File: src/shared/uart_char_pkg.sv
// Shared constants for the character-level multidrop UART filter and out-of-sequence transmit path.
// Assumes 32-bit Avalon-MM register access with byte addresses and 16-bit registers in the low half.
package uart_char_pkg;

  localparam int ADDR_W = 8;
  localparam int DATA_W = 32;
  localparam int TABLE_SIZE = 8;

  // Register byte offsets
  localparam logic [7:0] OFF_ADDR1 = 8'h00;
  localparam logic [7:0] OFF_ADDR2 = 8'h04;
  localparam logic [7:0] OFF_MASK = 8'h08;
  localparam logic [7:0] OFF_REJECT = 8'h0C;
  localparam logic [7:0] OFF_OOS = 8'h10;
  localparam logic [7:0] OFF_CTRL = 8'h14;
  localparam logic [7:0] OFF_STATUS = 8'h18;
  localparam logic [7:0] OFF_BREAK = 8'h1C;
  localparam logic [2:0] TABLE_PAGE = 3'h1;

  // Control register bits
  localparam int CTRL_TX_EN = 0;
  localparam int CTRL_MD_EN = 1;
  localparam int CTRL_MD_AUTO = 2;
  localparam int CTRL_WAKE_ADDR = 3;
  localparam int CTRL_MON_CTS = 4;
  localparam int CTRL_SHRINK = 5;
  localparam int CTRL_HUNT = 8;
  localparam int CTRL_CLOSE = 9;

  // Status register bits
  localparam int ST_HUNTING = 0;
  localparam int ST_EV_TX = 8;
  localparam int ST_EV_CTS = 9;
  localparam int ST_EV_BRK = 10;
  localparam int ST_EV_REJ = 11;
  localparam int ST_EV_CTRL = 12;

  // Control character entry fields
  localparam int ENTRY_END = 15;
  localparam int ENTRY_REJ = 14;

  // Out-of-sequence entry fields
  localparam int OOS_READY = 13;
  localparam int OOS_INT = 12;
  localparam int OOS_CT = 11;
  localparam int OOS_ADDR = 8;

  // Values after reset
  localparam logic [15:0] ENTRY_RESET = 16'h8000;
  localparam logic [15:0] MASK_RESET = 16'hC0FF;
  localparam logic [15:0] CTRL_RESET = 16'h0000;
  localparam logic [15:0] ZERO_RESET = 16'h0000;

  typedef enum logic {RX_ACTIVE, RX_HUNT} rx_state_type;

endpackage

File: src/shared/serial_char_if.sv
// Character-level multidrop serial link between the channel and a remote station.
// Both ends run on the same sys_clk; every strobe is a one-cycle pulse except the tx handshake.
`timescale 1ns/1ps
interface serial_char_if;
  logic       rx_valid;
  logic [7:0] rx_char;
  logic       rx_addr_bit;
  logic       rx_idle;
  logic       rx_break;
  logic       tx_valid;
  logic [7:0] tx_char;
  logic       tx_addr_bit;
  logic       tx_ready;
  logic       cts_n;

  modport device (
    input  rx_valid,
    input  rx_char,
    input  rx_addr_bit,
    input  rx_idle,
    input  rx_break,
    output tx_valid,
    output tx_char,
    output tx_addr_bit,
    input  tx_ready,
    input  cts_n
  );

  modport station (
    output rx_valid,
    output rx_char,
    output rx_addr_bit,
    output rx_idle,
    output rx_break,
    input  tx_valid,
    input  tx_char,
    input  tx_addr_bit,
    output tx_ready,
    output cts_n
  );
endinterface

File: src/rtl/char_fifo.sv
// Transmit character FIFO with a run-time depth limit.
// Assumes one clock; limit is at least 1 and at most DEPTH.
`timescale 1ns/1ps
module char_fifo #(
  parameter int WIDTH = 10,
  parameter int DEPTH = 8
) (
  input  wire logic                       sys_clk,
  input  wire logic                       rst_n,
  input  wire logic [$clog2(DEPTH+1)-1:0] limit,
  input  wire logic                       in_valid,
  input  wire logic [WIDTH-1:0]           in_data,
  output logic                            in_ready,
  output logic                            out_valid,
  output logic [WIDTH-1:0]                out_data,
  input  wire logic                       out_ready
);
  localparam int IW = (DEPTH > 1) ? $clog2(DEPTH) : 1;
  localparam int CW = $clog2(DEPTH+1);

  logic [WIDTH-1:0] store [DEPTH];
  logic [IW-1:0]    wr_idx;
  logic [IW-1:0]    rd_idx;
  logic [CW-1:0]    count;
  logic             push;
  logic             pop;

  function automatic logic [IW-1:0] bump(input logic [IW-1:0] idx);
    bump = (idx == IW'(DEPTH - 1)) ? '0 : idx + 1'b1;
  endfunction

  assign in_ready  = count < limit;
  assign out_valid = count != '0;
  assign out_data  = store[rd_idx];
  assign push      = in_valid && in_ready;
  assign pop       = out_valid && out_ready;

  always_ff @(posedge sys_clk or negedge rst_n) begin
    if (!rst_n) begin
      wr_idx <= '0;
      rd_idx <= '0;
      count  <= '0;
    end else begin
      if (push) begin
        wr_idx <= bump(wr_idx);
      end
      if (pop) begin
        rd_idx <= bump(rd_idx);
      end
      count <= count + CW'(push) - CW'(pop);
    end
  end

  always_ff @(posedge sys_clk) begin
    if (push) begin
      store[wr_idx] <= in_data;
    end
  end
endmodule

File: src/rtl/uart_char_device.sv
// Channel end: multidrop address filter, control character table, hunt/sleep handling
// and out-of-sequence character insertion ahead of buffered transmit data.
// Assumes an Avalon-MM master on sys_clk and a remote station on the serial_char_if link.
//
// Implementation choices: the placing of the registers and the Avalon-MM register port.
`timescale 1ns/1ps
module uart_char_device #(
  parameter int FIFO_DEPTH = 8
) (
  input  wire logic        sys_clk,
  input  wire logic        rst_n,
  input  wire logic [7:0]  avs_address,
  input  wire logic        avs_read,
  input  wire logic        avs_write,
  input  wire logic [31:0] avs_writedata,
  input  wire logic [3:0]  avs_byteenable,
  output logic [31:0]      avs_readdata,
  output logic             avs_waitrequest,
  serial_char_if.device    link,
  input  wire logic        buf_valid,
  input  wire logic [7:0]  buf_char,
  output logic             buf_ready,
  output logic             buf_cts_lost,
  output logic             store_valid,
  output logic [7:0]       store_char,
  output logic             store_new_buffer,
  output logic [1:0]       store_match,
  output logic             buffer_close,
  output logic             close_on_ctrl
);
  localparam int CW = $clog2(FIFO_DEPTH+1);

  logic [15:0] addr1;
  logic [15:0] addr2;
  logic [15:0] mask;
  logic [15:0] rcc_hold;
  logic [15:0] oos_entry;
  logic [15:0] ctrl;
  logic [15:0] brk_count;
  logic [15:0] table_q [uart_char_pkg::TABLE_SIZE];
  logic [4:0]  events;
  logic        rd_ack;
  uart_char_pkg::rx_state_type rx_state;
  logic        buf_open;
  logic        accept;
  logic [1:0]  match_id;
  logic        oos_queued;
  logic        cts_seen;

  function automatic logic [15:0] merge(input logic [15:0] old, input logic [31:0] data, input logic [3:0] be);
    merge = {be[1] ? data[15:8] : old[15:8], be[0] ? data[7:0] : old[7:0]};
  endfunction

  // Returns {hit, reject} for the first valid entry that matches under the mask
  function automatic logic [1:0] ctrl_lookup(input logic [7:0] ch);
    logic stop;
    stop = 1'b0;
    ctrl_lookup = 2'b00;
    for (int i = 0; i < uart_char_pkg::TABLE_SIZE; i++) begin
      if (table_q[i][uart_char_pkg::ENTRY_END]) begin
        stop = 1'b1;
      end
      if (!stop && !ctrl_lookup[1] && (((table_q[i][7:0] ^ ch) & mask[7:0]) == 8'h00)) begin
        ctrl_lookup = {1'b1, table_q[i][uart_char_pkg::ENTRY_REJ]};
      end
    end
  endfunction

  // Register bus: writes complete at once, reads take one wait cycle
  logic wr;
  logic on_table;
  logic cmd_hunt;
  logic cmd_close;
  assign wr        = avs_write;
  assign on_table  = avs_address[7:5] == uart_char_pkg::TABLE_PAGE;
  assign cmd_hunt  = wr && avs_address == uart_char_pkg::OFF_CTRL && avs_byteenable[1]
                     && avs_writedata[uart_char_pkg::CTRL_HUNT];
  assign cmd_close = wr && avs_address == uart_char_pkg::OFF_CTRL && avs_byteenable[1]
                     && avs_writedata[uart_char_pkg::CTRL_CLOSE];
  assign avs_waitrequest = avs_read && !rd_ack;

  always_ff @(posedge sys_clk or negedge rst_n) begin
    if (!rst_n) begin
      rd_ack       <= 1'b0;
      avs_readdata <= '0;
    end else begin
      rd_ack <= avs_read && !rd_ack;
      if (avs_read && !rd_ack) begin
        avs_readdata <= '0;
        if (on_table) begin
          avs_readdata[15:0] <= table_q[avs_address[4:2]];
        end else begin
          unique case (avs_address)
            uart_char_pkg::OFF_ADDR1:  avs_readdata[15:0] <= addr1;
            uart_char_pkg::OFF_ADDR2:  avs_readdata[15:0] <= addr2;
            uart_char_pkg::OFF_MASK:   avs_readdata[15:0] <= mask;
            uart_char_pkg::OFF_REJECT: avs_readdata[15:0] <= rcc_hold;
            uart_char_pkg::OFF_OOS:    avs_readdata[15:0] <= oos_entry;
            uart_char_pkg::OFF_CTRL:   avs_readdata[15:0] <= {8'h00, ctrl[7:0]};
            uart_char_pkg::OFF_STATUS: avs_readdata[15:0] <= {3'b000, events, 7'h00,
                                                              rx_state == uart_char_pkg::RX_HUNT};
            uart_char_pkg::OFF_BREAK:  avs_readdata[15:0] <= brk_count;
            default:                   avs_readdata <= '0;
          endcase
        end
      end
    end
  end

  always_ff @(posedge sys_clk or negedge rst_n) begin
    if (!rst_n) begin
      addr1 <= uart_char_pkg::ZERO_RESET;
      addr2 <= uart_char_pkg::ZERO_RESET;
      mask  <= uart_char_pkg::MASK_RESET;
      ctrl  <= uart_char_pkg::CTRL_RESET;
      for (int i = 0; i < uart_char_pkg::TABLE_SIZE; i++) begin
        table_q[i] <= uart_char_pkg::ENTRY_RESET;
      end
    end else if (wr) begin
      if (on_table) begin
        table_q[avs_address[4:2]] <= merge(table_q[avs_address[4:2]], avs_writedata, avs_byteenable);
      end
      unique case (avs_address)
        uart_char_pkg::OFF_ADDR1: addr1 <= merge(addr1, avs_writedata, avs_byteenable);
        uart_char_pkg::OFF_ADDR2: addr2 <= merge(addr2, avs_writedata, avs_byteenable);
        uart_char_pkg::OFF_MASK:  mask <= merge(mask, avs_writedata, avs_byteenable);
        uart_char_pkg::OFF_CTRL:  ctrl <= {8'h00, avs_byteenable[0] ? avs_writedata[7:0] : ctrl[7:0]};
        default: ;
      endcase
    end
  end

  // Receive side
  logic       md_auto;
  logic       wake_addr;
  logic       hunt_wake;
  logic       take;
  logic       addr_char;
  logic [1:0] lookup;
  logic       brk_hit;
  assign md_auto   = ctrl[uart_char_pkg::CTRL_MD_EN] && ctrl[uart_char_pkg::CTRL_MD_AUTO];
  assign wake_addr = ctrl[uart_char_pkg::CTRL_WAKE_ADDR];
  assign addr_char = ctrl[uart_char_pkg::CTRL_MD_EN] && link.rx_addr_bit;
  assign hunt_wake = rx_state == uart_char_pkg::RX_HUNT
                     && (wake_addr ? (link.rx_valid && link.rx_addr_bit) : link.rx_idle);
  assign take      = link.rx_valid && (rx_state == uart_char_pkg::RX_ACTIVE || (hunt_wake && wake_addr));
  // A continuous assignment would miss table and mask writes read inside the function
  always_comb begin
    lookup = ctrl_lookup(link.rx_char);
  end
  assign brk_hit   = rx_state == uart_char_pkg::RX_HUNT && link.rx_break;

  always_ff @(posedge sys_clk or negedge rst_n) begin
    if (!rst_n) begin
      rx_state         <= uart_char_pkg::RX_ACTIVE;
      buf_open         <= 1'b0;
      accept           <= 1'b0;
      match_id         <= 2'b00;
      store_valid      <= 1'b0;
      store_char       <= 8'h00;
      store_new_buffer <= 1'b0;
      store_match      <= 2'b00;
      buffer_close     <= 1'b0;
      close_on_ctrl    <= 1'b0;
    end else begin
      store_valid      <= 1'b0;
      store_new_buffer <= 1'b0;
      buffer_close     <= 1'b0;
      close_on_ctrl    <= 1'b0;
      if (cmd_hunt || cmd_close) begin
        buffer_close <= buf_open;
        buf_open     <= 1'b0;
        if (cmd_hunt) begin
          rx_state <= uart_char_pkg::RX_HUNT;
          accept   <= 1'b0;
        end
      end else begin
        if (hunt_wake) begin
          rx_state <= uart_char_pkg::RX_ACTIVE;
        end
        if (take) begin
          store_char  <= link.rx_char;
          store_match <= md_auto ? match_id : 2'b00;
          if (addr_char && md_auto) begin
            accept   <= link.rx_char == addr1[7:0] || link.rx_char == addr2[7:0];
            match_id <= {link.rx_char == addr2[7:0], link.rx_char == addr1[7:0]};
          end else if (addr_char) begin
            store_valid      <= 1'b1;
            store_new_buffer <= 1'b1;
            buf_open         <= 1'b1;
          end else if (!md_auto || accept) begin
            if (lookup == 2'b10) begin
              store_valid      <= 1'b1;
              store_new_buffer <= !buf_open;
              buffer_close     <= 1'b1;
              close_on_ctrl    <= 1'b1;
              buf_open         <= 1'b0;
            end else if (lookup != 2'b11) begin
              store_valid      <= 1'b1;
              store_new_buffer <= !buf_open;
              buf_open         <= 1'b1;
            end
          end
        end
      end
    end
  end

  // Rejected characters overwrite the hold register; software reads it before the next one
  always_ff @(posedge sys_clk or negedge rst_n) begin
    if (!rst_n) begin
      rcc_hold <= uart_char_pkg::ZERO_RESET;
    end else if (take && !addr_char && (!md_auto || accept) && lookup == 2'b11) begin
      rcc_hold <= {8'h00, link.rx_char};
    end else if (wr && avs_address == uart_char_pkg::OFF_REJECT) begin
      rcc_hold <= merge(rcc_hold, avs_writedata, avs_byteenable);
    end
  end

  always_ff @(posedge sys_clk or negedge rst_n) begin
    if (!rst_n) begin
      brk_count <= uart_char_pkg::ZERO_RESET;
    end else if (brk_hit) begin
      brk_count <= brk_count + 16'h0001;
    end else if (wr && avs_address == uart_char_pkg::OFF_BREAK) begin
      brk_count <= merge(brk_count, avs_writedata, avs_byteenable);
    end
  end

  // Transmit side
  logic            tx_en;
  logic            oos_push;
  logic            fifo_in_ready;
  logic            fifo_out_valid;
  logic [9:0]      fifo_out_data;
  logic            head_oos;
  logic            oos_done;
  logic            cts_bad;
  logic            lost;
  logic [CW-1:0]   fifo_limit;
  assign tx_en      = ctrl[uart_char_pkg::CTRL_TX_EN];
  assign oos_push   = tx_en && oos_entry[uart_char_pkg::OOS_READY] && !oos_queued;
  assign buf_ready  = tx_en && !oos_push && fifo_in_ready;
  assign fifo_limit = ctrl[uart_char_pkg::CTRL_SHRINK] ? CW'(1) : CW'(FIFO_DEPTH);
  assign head_oos   = fifo_out_valid && fifo_out_data[9];
  assign oos_done   = head_oos && link.tx_ready;
  assign cts_bad    = ctrl[uart_char_pkg::CTRL_MON_CTS] && link.cts_n;
  assign lost       = cts_seen || (head_oos && cts_bad);
  assign link.tx_valid   = fifo_out_valid;
  assign link.tx_char    = fifo_out_data[7:0];
  assign link.tx_addr_bit = fifo_out_data[8];

  char_fifo #(
    .WIDTH (10),
    .DEPTH (FIFO_DEPTH)
  ) tx_fifo (
    .sys_clk   (sys_clk),
    .rst_n     (rst_n),
    .limit     (fifo_limit),
    .in_valid  (oos_push || (tx_en && buf_valid)),
    .in_data   (oos_push ? {1'b1, oos_entry[uart_char_pkg::OOS_ADDR], oos_entry[7:0]} : {2'b00, buf_char}),
    .in_ready  (fifo_in_ready),
    .out_valid (fifo_out_valid),
    .out_data  (fifo_out_data),
    .out_ready (link.tx_ready)
  );

  always_ff @(posedge sys_clk or negedge rst_n) begin
    if (!rst_n) begin
      oos_queued <= 1'b0;
      cts_seen   <= 1'b0;
    end else begin
      if (oos_push && fifo_in_ready) begin
        oos_queued <= 1'b1;
      end else if (oos_done) begin
        oos_queued <= 1'b0;
      end
      cts_seen <= oos_done ? 1'b0 : lost;
    end
  end

  // Hardware update applied after a software write so that a completion is never lost
  always_ff @(posedge sys_clk or negedge rst_n) begin
    if (!rst_n) begin
      oos_entry <= uart_char_pkg::ZERO_RESET;
    end else begin
      logic [15:0] next_entry;
      next_entry = oos_entry;
      if (wr && avs_address == uart_char_pkg::OFF_OOS) begin
        next_entry = merge(oos_entry, avs_writedata, avs_byteenable);
      end
      if (oos_done) begin
        next_entry[uart_char_pkg::OOS_READY] = 1'b0;
        if (lost) begin
          next_entry[uart_char_pkg::OOS_CT] = 1'b1;
        end
      end
      oos_entry <= next_entry;
    end
  end

  always_ff @(posedge sys_clk or negedge rst_n) begin
    if (!rst_n) begin
      buf_cts_lost <= 1'b0;
    end else begin
      buf_cts_lost <= oos_done && lost && buf_valid;
    end
  end

  // Sticky events, write one to clear; a new event in the clearing cycle survives
  logic [4:0] ev_set;
  assign ev_set = {close_on_ctrl,
                   take && !addr_char && (!md_auto || accept) && lookup == 2'b11,
                   brk_hit,
                   oos_done && lost,
                   oos_done && oos_entry[uart_char_pkg::OOS_INT]};

  always_ff @(posedge sys_clk or negedge rst_n) begin
    if (!rst_n) begin
      events <= 5'h00;
    end else if (wr && avs_address == uart_char_pkg::OFF_STATUS && avs_byteenable[1]) begin
      events <= (events & ~avs_writedata[12:8]) | ev_set;
    end else begin
      events <= events | ev_set;
    end
  end
endmodule

File: src/flat_wrapper.sv
// flat-port wrapper written by rule: the top's interface ports become plain ports
module uart_char_device_flat 
#(
  parameter int FIFO_DEPTH = 8
)
  (sys_clk, rst_n, avs_address, avs_read, avs_write, avs_writedata, avs_byteenable, avs_readdata, avs_waitrequest, buf_valid, buf_char, buf_ready, buf_cts_lost, store_valid, store_char, store_new_buffer, store_match, buffer_close, close_on_ctrl, link_rx_valid, link_rx_char, link_rx_addr_bit, link_rx_idle, link_rx_break, link_tx_valid, link_tx_char, link_tx_addr_bit, link_tx_ready, link_cts_n);
  serial_char_if link_i ();
  input  wire logic sys_clk;
  input  wire logic rst_n;
  input  wire logic [7:0] avs_address;
  input  wire logic avs_read;
  input  wire logic avs_write;
  input  wire logic [31:0] avs_writedata;
  input  wire logic [3:0] avs_byteenable;
  output logic [31:0] avs_readdata;
  output logic avs_waitrequest;
  input  wire logic buf_valid;
  input  wire logic [7:0] buf_char;
  output logic buf_ready;
  output logic buf_cts_lost;
  output logic store_valid;
  output logic [7:0] store_char;
  output logic store_new_buffer;
  output logic [1:0] store_match;
  output logic buffer_close;
  output logic close_on_ctrl;
  input wire logic [$bits(link_i.rx_valid)-1:0] link_rx_valid;
  input wire logic [$bits(link_i.rx_char)-1:0] link_rx_char;
  input wire logic [$bits(link_i.rx_addr_bit)-1:0] link_rx_addr_bit;
  input wire logic [$bits(link_i.rx_idle)-1:0] link_rx_idle;
  input wire logic [$bits(link_i.rx_break)-1:0] link_rx_break;
  output wire logic [$bits(link_i.tx_valid)-1:0] link_tx_valid;
  output wire logic [$bits(link_i.tx_char)-1:0] link_tx_char;
  output wire logic [$bits(link_i.tx_addr_bit)-1:0] link_tx_addr_bit;
  input wire logic [$bits(link_i.tx_ready)-1:0] link_tx_ready;
  input wire logic [$bits(link_i.cts_n)-1:0] link_cts_n;
  assign link_i.rx_valid = link_rx_valid;
  assign link_i.rx_char = link_rx_char;
  assign link_i.rx_addr_bit = link_rx_addr_bit;
  assign link_i.rx_idle = link_rx_idle;
  assign link_i.rx_break = link_rx_break;
  assign link_tx_valid = link_i.tx_valid;
  assign link_tx_char = link_i.tx_char;
  assign link_tx_addr_bit = link_i.tx_addr_bit;
  assign link_i.tx_ready = link_tx_ready;
  assign link_i.cts_n = link_cts_n;
  uart_char_device #(.FIFO_DEPTH(FIFO_DEPTH)) u_core (.sys_clk(sys_clk), .rst_n(rst_n), .avs_address(avs_address), .avs_read(avs_read), .avs_write(avs_write), .avs_writedata(avs_writedata), .avs_byteenable(avs_byteenable), .avs_readdata(avs_readdata), .avs_waitrequest(avs_waitrequest), .link(link_i), .buf_valid(buf_valid), .buf_char(buf_char), .buf_ready(buf_ready), .buf_cts_lost(buf_cts_lost), .store_valid(store_valid), .store_char(store_char), .store_new_buffer(store_new_buffer), .store_match(store_match), .buffer_close(buffer_close), .close_on_ctrl(close_on_ctrl));
endmodule
File: config.mk
export PLATFORM = sky130hd
export DESIGN_NAME = uart_char_device_flat
export DESIGN_NICKNAME = d
export VERILOG_FILES = /design/src/shared/uart_char_pkg.sv /design/src/shared/serial_char_if.sv /design/src/rtl/char_fifo.sv /design/src/rtl/uart_char_device.sv /design/src/flat_wrapper.sv
export SDC_FILE = /design/constraint.sdc
export NUM_CORES = 1
export LEC_CHECK = 0
export ABC_AREA = 1
export BUFFER_PORTS_ARGS = -buffer_cell sky130_fd_sc_hd__buf_4
export CAP_MARGIN = 20
export CORE_UTILIZATION = 49
export DETAILED_ROUTE_END_ITERATION = 12
export MAX_ROUTING_LAYER = met4
export PLACE_DENSITY_LB_ADDON = 0.08
export REMOVE_ABC_BUFFERS = 1
export SLEW_MARGIN = 20
export SYNTH_ARGS = -nofsm -noshare
export SYNTH_HDL_FRONTEND = slang
export SYNTH_SLANG_ARGS = --single-unit
File: constraint.sdc
create_clock -name sys_clk -period 3 [get_ports sys_clk]
set_input_delay 0.45 -clock sys_clk [delete_from_list [all_inputs] [get_ports sys_clk]]
set_output_delay 0.45 -clock sys_clk [all_outputs]
set_load 0.01 [all_outputs]
=== Yosys cells after proc, flatten, opt, wreduce, memory -nomap -nowiden ===
Memories as Yosys holds them, arrays and structs flattened.
Cells that the tools add are included.

* Flip-flop bits (word level): 286
* Bits in writable memories: 80
* Input port bits: 71
* Memories kept: 1

{| class="wikitable"
|+ Memory list
! memory !! depth !! bits a word !! read ports !! clocked after memory_dff !! wr ports !! RTL line !! text
|-
| u_core.tx_fifo.store || 8 || 10 || 1 || 0 || 1 || char_fifo.sv:21 || <nowiki>logic [WIDTH-1:0] store [DEPTH];</nowiki>
|}

* Add/subtract/negate cells: 5
* Order comparisons: 3
* Eq/ne operators: 17
* Muxes and demuxes: 85
* Bitwise operators: 23
* Reduce and logical (&&, ||, !) cells: 123

{| class="wikitable"
|+ Operators with widths
! cell !! number
|-
| $bwmux 128 || 1
|-
| $mux 16 || 8
|-
| $pmux 16 s8 || 1
|-
| $logic_not 8->1 || 9
|-
| $and 8x8->8 || 8
|-
| $xor 8x8->8 || 8
|-
| $logic_and 1x1->1 || 52
|-
| $mux 1 || 52
|-
| $bmux 16 s3 || 1
|-
| $demux 16 s3 || 1
|-
| $mux 8 || 5
|-
| $eq 8x5->1 const B || 4
|-
| $reduce_and 3->1 || 9
|-
| $reduce_bool 2->1 || 12
|-
| $logic_not 1->1 || 21
|-
| $reduce_and 2->1 || 10
|-
| $mux 2 || 9
|-
| $add 16x1->16 const B || 1
|-
| $eq 8x4->1 const B || 2
|-
| $eq 8x8->1 || 2
|-
| $mux 14 || 1
|-
| $mux 10 || 1
|-
| $or 5x5->5 || 2
|-
| $eq 8x3->1 const B || 1
|-
| 23 further kinds || 35
|}

=== Depth between registers and ports, before layout ===
* Word-level depth: 41
* Depth in mapped cells: 18
* Depth with buffers taken out: 16

=== By module ===
Synthesis repeated with hierarchy kept, for this count alone.

* Cells, all modules: 2137
* Area, all modules: 18166.2 um2

{| class="wikitable"
|+ Modules (own cells, without submodules)
! module !! instances !! cells each !! area an instance (um2) !! sequential area each (um2)
|-
| uart_char_device || 1 || 1800 || 14320.0 || 6929.1
|-
| char_fifo || 1 || 337 || 3846.2 || 2652.5
|}

=== Least setup slack after synthesis ===
Ideal clock, no wire load.

* Path type: flip-flop to flip-flop
* Start point: register u_core.tx_fifo.count[3]
* End point: register u_core.tx_fifo.count[2]
* Library setup time: 123 ps
* Arrival: 2132 ps
* Required time: 2877 ps
* Setup slack: 746 ps
* Stages on the path, launching flop included: 11
* Path buffers: 0
* Clock period less this slack: 2254 ps
* Path through: dfrtp_1 ha_1 a21oi_1 and3_1 inv_1 ha_1 inv_1 ha_1 inv_1 fa_1 xnor2_1

* Cells in the longest elaborated chain, start to end: 4

{| class="wikitable"
|+ Ends and longest elaborated chain
! item !! RTL line !! text
|-
| start, declared || char_fifo.sv:24 || <nowiki>logic [CW-1:0] count;</nowiki>
|-
| start signal, assigned || char_fifo.sv:50 || <nowiki>count <= count + CW'(push) - CW'(pop);</nowiki>
|-
| $lt 4x4->1 || char_fifo.sv:32 || <nowiki>assign in_ready = count < limit;</nowiki>
|-
| $logic_and 1x1->1 || char_fifo.sv:35 || <nowiki>assign push = in_valid && in_ready;</nowiki>
|-
| $add 4x1->4 || char_fifo.sv:50 ||
|-
| $sub 4x1->4 * || char_fifo.sv:50 ||
|}

Every way passes the cells marked *; elsewhere a longest branch is shown, timed or not.
A chain may end at the register's enable or synchronous reset.

=== Worst setup path in the final report ===
* Start point: register u_core.tx_fifo.rd_idx[1]
* End point: output port link_tx_char[3]

* Cells in the longest elaborated chain, start to end: 1

{| class="wikitable"
|+ Ends and longest elaborated chain
! item !! RTL line !! text
|-
| start, declared || char_fifo.sv:23 || <nowiki>logic [IW-1:0] rd_idx;</nowiki>
|-
| start signal, assigned || char_fifo.sv:48 || <nowiki>rd_idx <= bump(rd_idx);</nowiki>
|-
| $mem_v2 8x10 || n/a ||
|-
| end, declared || flat_wrapper.sv:33 || <nowiki>output wire logic [$bits(link_i.tx_char)-1:0] link_tx_char;</nowiki>
|}

Every way passes these cells.

==> results.sh <==
export IMPL_clk_transition_reported_paths_ns=0.06
export IMPL_setup_ws_ns=0.2881
export IMPL_regArea_sq_um=9582
export IMPL_ctsResizeCount=0
export IMPL_setup_viol_count_final=0
export IMPL_cp_start_kind="register"
export IMPL_ant_nets=0
export IMPL_worstPathRequired_ns=2.55
export IMPL_vias=15305
export IMPL_multi_input_area_sq_um=7258
export IMPL_fill_cells=3246
export IMPL_status="complete, no violations"
export IMPL_rows=69
export IMPL_num_antenna_cells=0
export IMPL_syn2layout_area_growth_pct=14.76
export IMPL_post_route_util_pct=57.65
export IMPL_leakagePower_nw=9.128
export IMPL_skew_ns=0.01769
export IMPL_dr_pass1_iters=6
export IMPL_postSynthCellCount=2067
export IMPL_fmax_mhz=368.8
export IMPL_clockRootBuffer="clkbuf_16"
export IMPL_drt_wirelength_per_cell_um=20.75
export IMPL_nNetsFinal=2253
export IMPL_postCtsHoldBufs=1
export IMPL_synth_ff_type="dfrtp_1"
export IMPL_place_gp_congestion=0.9641
export IMPL_cts_htree_levels=2
export IMPL_maxCapViolations=0
export IMPL_final_cell_count_no_fill=2661
export IMPL_place_ws_ns=0.2096
export IMPL_critPathBufInv=2
export IMPL_worst_ep_arrival_time_ns=2.26
export IMPL_place_inst=2586
export IMPL_die_y_um=193.7
export IMPL_p_per_area_nw_per_um2=677.9
export IMPL_synth_area_per_cell_sq_um=8.708
export IMPL_cpPeakStageDelay_ns=0.49
export IMPL_relSlewSlack_pct=37.08
export IMPL_grt_pass1_wl_um=84950
export IMPL_clockBufferDepth=3
export IMPL_viasPerCell=5.752
export IMPL_wirelength_um=55220
export IMPL_dpl_hpwl_um=38290
export IMPL_cts_inserted_buffers=42
export IMPL_setup_tns_ns=0
export IMPL_core_sq_um=35830
export IMPL_dieArea_sq_um=37500
export IMPL_yosys_warnings=0
export IMPL_port_buffers=95
export IMPL_ios=130
export IMPL_crit_family="buffers and inverters"
export IMPL_synthArstFlopShare_pct=78.14
export IMPL_max_vdd_ir_drop_uv=448.4
export IMPL_synthesis_area_sq_um=18000
export IMPL_crit_fanout=19
export IMPL_critical_path_cell_chain="inv_1 -> o21ai_0 -> o22ai_1 -> nor2_1 -> a31oi_1 -> buf_4"
export IMPL_ys_seq_area_share_pct=53.23
export IMPL_drt_initial_drc_count=1382
export IMPL_die_x_um=193.7
export IMPL_clk_latency_ns=0.58
export IMPL_synth_edf_count=80
export IMPL_grt_pass1_vias=14622
export IMPL_hold_path_class="primary input to register"
export IMPL_r2r_slack_ns=0.36
export IMPL_fin_crit_sh_pct=90.40
export IMPL_synth_seq_cells=366
export IMPL_hold_viol_final=0
export IMPL_clock_sinks=366
export IMPL_initial_core_util_pct=50.24
export IMPL_cts_tree="built"
export IMPL_drt_drc_violations_left=0
export IMPL_grtUsageTotal_pct=30.58
export IMPL_antenna_found_initial=0
export IMPL_critPathSlowestCell="inv_1"
export IMPL_tightest_slew_ns=0.9340
export IMPL_min_period_ns=2.712
export IMPL_postCtsSetupRepairBufs=0
export IMPL_critPathCaptureType="primary output"
export IMPL_yosysUniqueCellTypes=60
export IMPL_drive_above_1_share_pct=14.68
export IMPL_crit_type="register to primary output"
export IMPL_grt_overflow_total=0
export IMPL_rsz0062_at_grt="false"
export IMPL_slew_violations=0
export IMPL_grt_max_degree=76
## sequential cells by signal (all words and copies together) (netlist names), 2 cells and up
| signal | count |
|---|---|
| u_core.table_q | 128 |
| u_core.tx_fifo.store | 80 |
| u_core.addr1 | 16 |
| u_core.addr2 | 16 |
| u_core.avs_readdata | 16 |
| u_core.brk_count | 16 |
| u_core.mask | 16 |
| u_core.oos_entry | 16 |
| u_core.rcc_hold | 16 |
| u_core.ctrl | 8 |
| u_core.store_char | 8 |
| u_core.events | 5 |
| u_core.tx_fifo.count | 4 |
| u_core.tx_fifo.rd_idx | 3 |
| u_core.tx_fifo.wr_idx | 3 |
| u_core.match_id | 2 |
| u_core.store_match | 2 |
## Yosys cell counts (30+ instances only)
library cell	number	area, sq um
edfxtp_1	80	2402
o21ai_0	332	1662
inv_1	142	533.0
nand3_1	98	490.5
nand2_1	462	1734
a21oi_1	59	295.3
a22oi_1	37	277.8
nor2_1	178	668.1
dfrtp_1	268	6706
clkbuf_1	63	236.5
a221oi_1	30	262.8
o22ai_1	34	212.7
## per-layer routing
layer | routed length, um | share of wire [%] | track usage [%]
met3 | 3990 | 7.2 | 5.514
met5 | 0 | 0 | -
met4 | 1874 | 3.4 | 11.64
met1 | 23580 | 43 | 40.27
met2 | 25770 | 47 | 47.23
## metrics by stage
step | total power [mW] | hold slack [ns] | cell area [sq um]
final | 14.00 | 0.1446 | 20660
after global routing | 14.68 | 0.1624 | 20660
after CTS | 14.10 | 0.1323 | 20660
after detailed placement | 8.844 | 0.4486 | 19240
after global placement | 8.756 | 0.4461 | 19240
after floorplan | 7.671 | 0.1544 | 17460
## where the power goes
group / internal, mW / total, mW / switching [mW] / leakage, nW
sequential: 5.57 / 5.94 / 0.361 / 4.45
combinational: 1.07 / 2.82 / 1.75 / 4.00
clock: 3.14 / 5.24 / 2.10 / 0.684
## logic make-up (layout without fill, tap and decap cells)
family / Yosys count / count (layout) / synth area share (%)
buffers and inverters: 278 / 396 / 6.812
AND/OR/NAND/NOR: 830 / 830 / 20.25
flip-flops: 366 / 366 / 53.23
other: 1 / 16 / 0.02083
AO/OA/AOI/OAI: 557 / 557 / 17.69
adder cells (fa/ha/maj): 12 / 12 / 0.8758
XOR/XNOR: 23 / 23 / 1.119
## worst register-to-register path, cell delays in order, from the launching register on
cell	delay [ns]
dfstp_2	0.62
inv_1	0.16
a21oi_1	0.13
o21ai_0	0.13
o21ai_1	0.16
nor2_1	0.07
nand3_1	0.11
nand4_2	0.15
nor2_2	0.16
nand3_2	0.11
nand3_4	0.23
nand2_8	0.22
nand2_4	0.19
o21ai_1	0.07
## path summary, 6_finish.rpt
| path | startpoint | depth (start not counted) | end |
|---|---|---|---|
| max reg2reg | u_core.mask[4] | 13 | u_core.rcc_hold[11] |
| max in group asynchronous | rst_n | 3 | u_core.table_q[127] |
| min | buf_valid | 3 | u_core.buf_cts_lost |
| min reg2reg | u_core.store_char[6] | 2 | u_core.store_char[6] |
| max | u_core.tx_fifo.rd_idx[1] | 6 | link_tx_char[3] |
| min in group asynchronous | rst_n | 2 | u_core.store_match[0] |
## final cells by class
cell class,instances,share of cell area (%)
Inverter,167,3.035
Clock buffer,58,5.821
Clock inverter,16,0.9631
Timing Repair Buffer,155,5.863
Sequential cell,366,46.39
Tap cell,461,2.792
Multi-Input combinational cell,1438,35.14
## cells in the final DEF (no fill, tap or decap), drive strengths merged, types with 2 or more instances in the layout
cell     instances
a22oi           37
o211ai           6
a41oi           11
nor4             8
a22o             3
a31oi           11
nor3            12
a21oi           59
edfxtp          80
nand3          124
buf            154
conb            16
nor2           190
dfstp           18
o22ai           34
nand3b           2
ha              11
bufinv           4
a221oi          30
o311ai           2
or2              4
inv            166
clkbuf          58
o21ai          350
o2111ai          3
dfrtp          268
xor2            15
and3             3
xnor2            8
nand2          474
o221ai           7
nand4           10
clkinv          12
Note: power is estimated with default switching activity, not from simulation.
